File: src/core/ipc_regs.vh
// Register map constants for the interrupt priority register bank
// Assumes a 32-bit AXI4-Lite slave with one register per aligned word
`ifndef IPC_REGS_VH
`define IPC_REGS_VH
`define IPC_ADDR_W 4
`define IPC_OFS_CMP4 4'h0
`define IPC_OFS_ADCP 4'h4
`define IPC_OFS_LEVELS 4'h8
`define IPC_CMP4_LSB 0
`define IPC_ADCP0_LSB 4
`define IPC_ADCP1_LSB 8
`define IPC_ADCP2_LSB 12
`define IPC_LEVEL_RESET 3'h4
`define IPC_LEVEL_OFF 3'h0
`define IPC_CMP4_MASK 16'h0007
`define IPC_ADCP_MASK 16'h7770
`define IPC_RESP_OKAY 2'h0
`define IPC_RESP_SLVERR 2'h2
`endif

File: src/core/ipc_level_field.v
// One 3-bit priority field with write strobe and power-on value
// Assumes the caller decodes the address and byte lanes
`timescale 1ns/100ps
`include "ipc_regs.vh"
module ipc_level_field (
	input wire aclk,
	input wire aresetn,
	input wire wr_en,
	input wire [2:0] wr_data,
	output reg [2:0] level,
	output wire enabled
);
	always @(posedge aclk) begin
		if (!aresetn) begin
			level <= `IPC_LEVEL_RESET;
		end else if (wr_en) begin
			level <= wr_data;
		end
	end
	// Code 000 blocks the source; 001..111 are levels 1..7 as-is
	assign enabled = (level != `IPC_LEVEL_OFF);
endmodule

File: src/core/ipc_axil_resp.v
// Response holding stage for one AXI4-Lite answer channel
// Assumes the master keeps ready high until it sees valid
`timescale 1ns/100ps
module ipc_axil_resp (
	input wire aclk,
	input wire aresetn,
	input wire start,
	input wire ready,
	output reg valid
);
	always @(posedge aclk) begin
		if (!aresetn) begin
			valid <= 1'b0;
		end else if (start) begin
			valid <= 1'b1;
		end else if (ready) begin
			valid <= 1'b0;
		end
	end
endmodule

File: src/core/ipc_priority_regs.v
// Interrupt priority register bank behind an AXI4-Lite slave
// Assumes one master, one write and one read in flight at most
//
// What this block does
// - Bits 15 to 3 of the comparator priority register read as zero and ignore writes.
// - The comparator 4 priority is a 3-bit read/write field at bits 2:0 resetting to 100.
// - Field code 111 means priority level 7, the highest.
// - Field code 001 means level 1, the lowest enabled, with codes between mapping linearly.
// - Field code 000 disables the source so it never requests.
//
// The register offsets and the AXI4-Lite register port were left to the implementer.
`timescale 1ns/100ps
`include "ipc_regs.vh"
module ipc_priority_regs (
	input wire aclk,
	input wire aresetn,
	input wire [31:0] s_axi_awaddr,
	input wire [2:0] s_axi_awprot,
	input wire s_axi_awvalid,
	output wire s_axi_awready,
	input wire [31:0] s_axi_wdata,
	input wire [3:0] s_axi_wstrb,
	input wire s_axi_wvalid,
	output wire s_axi_wready,
	output reg [1:0] s_axi_bresp,
	output wire s_axi_bvalid,
	input wire s_axi_bready,
	input wire [31:0] s_axi_araddr,
	input wire [2:0] s_axi_arprot,
	input wire s_axi_arvalid,
	output wire s_axi_arready,
	output reg [31:0] s_axi_rdata,
	output reg [1:0] s_axi_rresp,
	output wire s_axi_rvalid,
	input wire s_axi_rready,
	output wire [2:0] comparator4_irq_level,
	output wire [2:0] adc_pair0_done_irq_level,
	output wire [2:0] adc_pair1_done_irq_level,
	output wire [2:0] adc_pair2_done_irq_level,
	output wire [3:0] source_enabled
);
	// One-hot write channel states
	localparam WS_IDLE = 4'h1;
	localparam WS_ADDR = 4'h2;
	localparam WS_DATA = 4'h4;
	localparam WS_WRITE = 4'h8;
	reg [3:0] wr_state;
	reg [3:0] next_wr_state;
	wire aw_take;
	wire w_take;
	wire aw_open;
	wire w_open;
	reg [`IPC_ADDR_W-1:0] aw_addr;
	reg aw_hit;
	reg [31:0] w_data;
	reg [3:0] w_strb;
	wire do_write;
	wire do_read;
	wire wr_cmp4;
	wire wr_adcp;
	wire wr_pair0;
	wire wr_pair1;
	wire wr_pair2;
	wire rd_hit;
	wire [2:0] new_cmp4;
	wire [2:0] new_p0;
	wire [2:0] new_p1;
	wire [2:0] new_p2;
	wire [2:0] lvl_cmp4;
	wire [2:0] lvl_p0;
	wire [2:0] lvl_p1;
	wire [2:0] lvl_p2;
	reg [31:0] next_rdata;
	reg [1:0] next_rresp;

	// Word decode shared by both channels; upper address bits must be zero
	function addr_ok;
		input [31:0] a;
		begin
			addr_ok = (a[31:`IPC_ADDR_W] == 28'h000_0000) && (a[1:0] == 2'h0) &&
				((a[3:0] == `IPC_OFS_CMP4) || (a[3:0] == `IPC_OFS_ADCP) || (a[3:0] == `IPC_OFS_LEVELS));
		end
	endfunction

	// Same word test for the held write address and the status refusal
	function word_is;
		input [3:0] a;
		input [3:0] ofs;
		begin
			word_is = (a == ofs);
		end
	endfunction

	// Byte lane that carries a field whose low bit sits at lsb
	function lane_on;
		input [3:0] strb;
		input [31:0] lsb;
		begin
			lane_on = strb[lsb[4:3]];
		end
	endfunction

	// Three-bit field of a data word starting at lsb
	function [2:0] field_of;
		input [31:0] d;
		input [31:0] lsb;
		begin
			field_of = d[lsb +: 3];
		end
	endfunction

	// Read image of the comparator word: only bits 2:0 exist
	function [15:0] cmp4_image;
		input [2:0] lvl;
		begin
			cmp4_image = {13'h0000, lvl} & `IPC_CMP4_MASK;
		end
	endfunction

	// Read image of the pair word: gaps at 15, 11, 7 and 3:0 stay zero
	function [15:0] adcp_image;
		input [2:0] p2;
		input [2:0] p1;
		input [2:0] p0;
		begin
			adcp_image = {1'b0, p2, 1'b0, p1, 1'b0, p0, 4'h0} & `IPC_ADCP_MASK;
		end
	endfunction

	// Address and data latch separately so either may arrive first
	assign aw_open = (wr_state == WS_IDLE) || (wr_state == WS_DATA);
	assign w_open = (wr_state == WS_IDLE) || (wr_state == WS_ADDR);
	assign s_axi_awready = aw_open && !s_axi_bvalid;
	assign s_axi_wready = w_open && !s_axi_bvalid;
	assign aw_take = s_axi_awvalid && s_axi_awready;
	assign w_take = s_axi_wvalid && s_axi_wready;
	// Holding both halves for a cycle keeps the field write off the bus path
	assign do_write = (wr_state == WS_WRITE) && !s_axi_bvalid;

	always @* begin
		next_wr_state = wr_state;
		case (wr_state)
			WS_IDLE: begin
				if (aw_take && w_take) begin
					next_wr_state = WS_WRITE;
				end else if (aw_take) begin
					next_wr_state = WS_ADDR;
				end else if (w_take) begin
					next_wr_state = WS_DATA;
				end
			end
			WS_ADDR: begin
				if (w_take) begin
					next_wr_state = WS_WRITE;
				end
			end
			WS_DATA: begin
				if (aw_take) begin
					next_wr_state = WS_WRITE;
				end
			end
			WS_WRITE: begin
				if (!s_axi_bvalid) begin
					next_wr_state = WS_IDLE;
				end
			end
			default: begin
				next_wr_state = WS_IDLE;
			end
		endcase
	end

	always @(posedge aclk) begin
		if (!aresetn) begin
			wr_state <= WS_IDLE;
			aw_addr <= 4'h0;
			aw_hit <= 1'b0;
			w_data <= 32'h0000_0000;
			w_strb <= 4'h0;
			s_axi_bresp <= `IPC_RESP_OKAY;
		end else begin
			wr_state <= next_wr_state;
			if (aw_take) begin
				aw_addr <= s_axi_awaddr[`IPC_ADDR_W-1:0];
				aw_hit <= addr_ok(s_axi_awaddr);
			end
			if (w_take) begin
				w_data <= s_axi_wdata;
				w_strb <= s_axi_wstrb;
			end
			// The status word is read-only, so a write to it is refused
			if (do_write) begin
				s_axi_bresp <= (aw_hit && !word_is(aw_addr, `IPC_OFS_LEVELS)) ? `IPC_RESP_OKAY : `IPC_RESP_SLVERR;
			end
		end
	end

	ipc_axil_resp u_bresp (
		.aclk(aclk),
		.aresetn(aresetn),
		.start(do_write),
		.ready(s_axi_bready),
		.valid(s_axi_bvalid)
	);

	// Only the low byte lanes carry implemented bits; the rest are dropped
	assign wr_cmp4 = do_write && aw_hit && word_is(aw_addr, `IPC_OFS_CMP4) && lane_on(w_strb, `IPC_CMP4_LSB);
	assign wr_adcp = do_write && aw_hit && word_is(aw_addr, `IPC_OFS_ADCP);
	assign wr_pair0 = wr_adcp && lane_on(w_strb, `IPC_ADCP0_LSB);
	assign wr_pair1 = wr_adcp && lane_on(w_strb, `IPC_ADCP1_LSB);
	assign wr_pair2 = wr_adcp && lane_on(w_strb, `IPC_ADCP2_LSB);
	// Field values are cut from the held word so the instances need no slicing
	assign new_cmp4 = field_of(w_data, `IPC_CMP4_LSB);
	assign new_p0 = field_of(w_data, `IPC_ADCP0_LSB);
	assign new_p1 = field_of(w_data, `IPC_ADCP1_LSB);
	assign new_p2 = field_of(w_data, `IPC_ADCP2_LSB);

	ipc_level_field u_cmp4 (
		.aclk(aclk),
		.aresetn(aresetn),
		.wr_en(wr_cmp4),
		.wr_data(new_cmp4),
		.level(lvl_cmp4),
		.enabled(source_enabled[0])
	);

	ipc_level_field u_pair0 (
		.aclk(aclk),
		.aresetn(aresetn),
		.wr_en(wr_pair0),
		.wr_data(new_p0),
		.level(lvl_p0),
		.enabled(source_enabled[1])
	);

	ipc_level_field u_pair1 (
		.aclk(aclk),
		.aresetn(aresetn),
		.wr_en(wr_pair1),
		.wr_data(new_p1),
		.level(lvl_p1),
		.enabled(source_enabled[2])
	);

	ipc_level_field u_pair2 (
		.aclk(aclk),
		.aresetn(aresetn),
		.wr_en(wr_pair2),
		.wr_data(new_p2),
		.level(lvl_p2),
		.enabled(source_enabled[3])
	);

	// Field code is the level itself: 111 is 7, 001 is 1, 000 is off
	assign comparator4_irq_level = lvl_cmp4;
	assign adc_pair0_done_irq_level = lvl_p0;
	assign adc_pair1_done_irq_level = lvl_p1;
	assign adc_pair2_done_irq_level = lvl_p2;

	// Read side: one read in flight, answered the cycle after acceptance
	assign s_axi_arready = !s_axi_rvalid;
	assign do_read = s_axi_arvalid && s_axi_arready;
	assign rd_hit = addr_ok(s_axi_araddr);

	always @* begin
		next_rdata = 32'h0000_0000;
		next_rresp = `IPC_RESP_OKAY;
		if (!rd_hit) begin
			next_rresp = `IPC_RESP_SLVERR;
		end else begin
			case (s_axi_araddr[`IPC_ADDR_W-1:0])
				`IPC_OFS_CMP4: begin
					next_rdata[15:0] = cmp4_image(lvl_cmp4);
				end
				`IPC_OFS_ADCP: begin
					next_rdata[15:0] = adcp_image(lvl_p2, lvl_p1, lvl_p0);
				end
				`IPC_OFS_LEVELS: begin
					next_rdata[3:0] = source_enabled;
				end
				default: begin
					next_rresp = `IPC_RESP_SLVERR;
				end
			endcase
		end
	end

	always @(posedge aclk) begin
		if (!aresetn) begin
			s_axi_rdata <= 32'h0000_0000;
			s_axi_rresp <= `IPC_RESP_OKAY;
		end else if (do_read) begin
			s_axi_rdata <= next_rdata;
			s_axi_rresp <= next_rresp;
		end
	end

	ipc_axil_resp u_rresp (
		.aclk(aclk),
		.aresetn(aresetn),
		.start(do_read),
		.ready(s_axi_rready),
		.valid(s_axi_rvalid)
	);
endmodule

File: config.mk
export PLATFORM = sky130hd
export DESIGN_NAME = ipc_priority_regs
export DESIGN_NICKNAME = d
export VERILOG_FILES = /design/src/core/ipc_level_field.v /design/src/core/ipc_axil_resp.v /design/src/core/ipc_priority_regs.v
export VERILOG_INCLUDE_DIRS = /design/src /design/src/core
export SDC_FILE = /design/constraint.sdc
export NUM_CORES = 1
export LEC_CHECK = 0
export ABC_CLOCK_PERIOD_IN_PS = 2600
export BUFFER_PORTS_ARGS = -buffer_cell sky130_fd_sc_hd__buf_2
export CORE_ASPECT_RATIO = 0.8
export CORE_MARGIN = 2
export CORE_UTILIZATION = 45
export CTS_BUF_LIST = sky130_fd_sc_hd__clkbuf_16
export CTS_CLUSTER_DIAMETER = 80
export DETAILED_ROUTE_END_ITERATION = 10
export PLACE_DENSITY_LB_ADDON = 0.2
export REMOVE_ABC_BUFFERS = 1
export SLEW_MARGIN = 20
export SYNTH_ARGS = -nofsm -noshare
export SYNTH_HDL_FRONTEND = slang
export SYNTH_SLANG_ARGS = --single-unit
export TNS_END_PERCENT = 50
File: constraint.sdc
create_clock -name aclk -period 2.6 [get_ports aclk]
set_input_delay 0.52 -clock aclk [delete_from_list [all_inputs] [get_ports aclk]]
set_output_delay 0.52 -clock aclk [all_outputs]
set_load 0.1 [all_outputs]
==> impl_metrics.json <==
{
  "min_path_type": "in2reg",
  "status": "finished, final reports clean",
  "hold_buffers": 0,
  "max-vdd-ir-drop_v": 0.000547,
  "yosys_warnings": 0,
  "h-tree-depth": 2,
  "avgSynthCellArea_sq_um": 9.44,
  "place_congestion": 0.787,
  "synth_edf_count": 0,
  "grt_use_total_pct": 18.2,
  "io_buffer_count": 120,
  "drt_first_iter_violations": 97,
  "clk_latency_ns": 0.28,
  "cts_setup_buffers": 0,
  "syn2layout_area_growth_pct": 27.6,
  "cts.clk_slew.worst_paths_ns": 0.07,
  "final_cell_mix": "buf_2, dfxtp_1, nor2_1, mux2i_1, conb_1",
  "synth_seq_cells": 52,
  "fin_skew_ns": 0.00363,
  "post-route-period-util_pct": 82.1,
  "fin_tns_setup_ns": 0,
  "synthTopCellsByArea": "dfxtp_1, mux2i_1, buf_4, nor2_1, nor4_1",
  "worstSetupPathType": "reg2out",
  "cts.path.max_buffers": 2,
  "layout.nets": 486,
  "cts.sinks": 52,
  "vias_per_cell": 5.08,
  "die_x_microns": 86.7,
  "worstPathArrival_ns": 1.62,
  "core_area_sq_um": 5380,
  "ant_nets": 0,
  "wl_per_cell_microns": 13.1,
  "initial_core_util_pct": 45.9,
  "antennaDiodeCount": 0,
  "finalInstanceArea_sq_um": 3150,
  "cts_resized": 0,
  "critPathRequiredTime_ns": 2.08,
  "dpl_cell_area_sq_um": 2980,
  "cts_tree": "yes",
  "fin_cells": 439,
  "rows": 24,
  "first_pass_iters": 4,
  "setup_viol": 0,
  "place_hpwl_microns": 4530,
  "cts_buffers": 5,
  "rsz0062_at_grt": "false",
  "synth_cells": 261,
  "leakage_uw": 0.00161,
  "synthArstFlopShare_pct": 0,
  "total_power_uw": 2750,
  "power.density_nw_per_um2": 874,
  "synth_top_area_share_pct": 42.2,
  "final_common_cell": "buf_2",
  "die_area_sq_um": 6090,
  "synth_ff_type": "dfxtp_1",
  "drc": 0,
  "grt_max_degree": 21,
  "relSlewSlack_pct": 52.5,
  "grt_antenna_before_repair": 0,
  "worstMarginPinSlew_ns": 0.711,
  "synth_area_sq_um": 2460,
  "layout-drive-gt1-share_pct": 36.1,
  "ioPinCount": 170,
  "yosysTopAreaCell": "dfxtp_1",
  "fin_crit_ns": 2.14,
  "place_inst": 431,
  "drv_slew": 0,
  "grt_pass1_vias": 1922,
  "crit_fanout": 10,
  "drv_cap": 0,
  "grt_pass1_wl_microns": 8900,
  "crit_path_start_kind": "flop",
  "via_count": 2228,
  "clock.fmax_mhz": 468,
  "synth.yosys.seq_area_share_pct": 42.2,
  "grt_overflow": 0,
  "ys_types": 38,
  "hold_violations": 0,
  "setup_ws_ns": 0.465,
  "cts_root_buf": "clkbuf_16",
  "drt_wl_total_microns": 5740,
  "place_ws_ns": 0.543,
  "die_h_microns": 70.2,
  "critPathCaptureType": "output pin"
}
-- stage by stage --
| stage | utilization (%) | hold slack [ns] |
|---|---|---|
| after detailed placement | 55.4 | 0.441 |
| after global routing | 58.5 | 0.440 |
| final | 58.5 | 0.433 |
| after floorplan | - | 0.440 |
| after global placement | 55.4 | 0.437 |
| after CTS | 58.5 | 0.432 |
-- synth_stat cells (2+ instances only) --
library cell and instances:
dfxtp_1 52, mux2i_1 34, nor2_1 34, buf_4 26, nor4_1 16, nand2_1 11, a22o_1 10, nand4_1 9
clkbuf_1 6, inv_1 5, or3_1 5, nand2b_1 4, nor4b_1 4, o21ai_0 4, a211oi_1 3, a21oi_1 3
buf_2 3, buf_6 3, nor3_1 3, xnor2_1 3, and4b_1 2, nand3_1 2, nand3b_1 2, nor2b_1 2
o31ai_1 2
-- logic make-up (layout without fill, tap and decap cells) --
family	Yosys count	in the layout	share of synthesized area, %
buffers and inverters	43	136	11.6
DFF	52	52	42.2
xor gates and xnor gates	3	3	1.07
muxes	34	34	13.8
AOI/OAI and AO/OA	27	27	8.32
and+or+nand+nor	101	101	22.8
other	1	21	0.152
-- critical path, stage by stage (launching register included) --
cell and delay, ns:
dfxtp_1 0.56, xnor2_1 0.15, nor4_1 0.16, buf_2 0.46
-- sequential cells by signal (all words and copies together), names as in the netlist --
| signal | count |
|---|---|
| aw_hit | 1 |
| u_rresp.valid | 1 |
| s_axi_rdata | 13 |
| aw_addr | 4 |
| w_strb | 2 |
| u_pair1.level | 3 |
| wr_state | 4 |
| u_bresp.valid | 1 |
| u_pair0.level | 3 |
| u_pair2.level | 3 |
| s_axi_bresp | 1 |
| w_data | 12 |
| u_cmp4.level | 3 |
| s_axi_rresp | 1 |
-- routing by layer --
metal	vias up	track usage (%)	share of wire [%]
met5	-	0	0
met4	0	4.69	0.77
met3	4	2.48	5.6
met2	88	30.6	48
met1	1018	24.7	46
li1	1118	-	-
-- power by group --
part / switching [uW] / leakage, uW / internal, uW
sequential: 112 / 0.000423 / 890
clock: 279 / 0.0000814 / 452
combinational: 701 / 0.00111 / 315
-- cell type report --
cell class,instances,area [sq um]
Clock buffer,5,125
Clock inverter,3,42.5
Fill cell,505,2230
Inverter,5,18.8
Multi-Input combinational cell,186,1210
Sequential cell,52,1040
Tap cell,65,81.3
Timing Repair Buffer,123,623
-- worst paths after layout --
check	startpoint	to	slack (ns)	cells past startpoint
worst max register to register	wr_state[3]	u_pair2.level[2]	0.54	4
worst min-delay path	s_axi_rready	u_rresp.valid	0.43	2
worst max-delay path	wr_state[0]	s_axi_wready	0.46	3
worst min register to register	s_axi_rdata[2]	s_axi_rdata[2]	0.45	2
No activity file was read; power rests on OpenSTA's default activity.
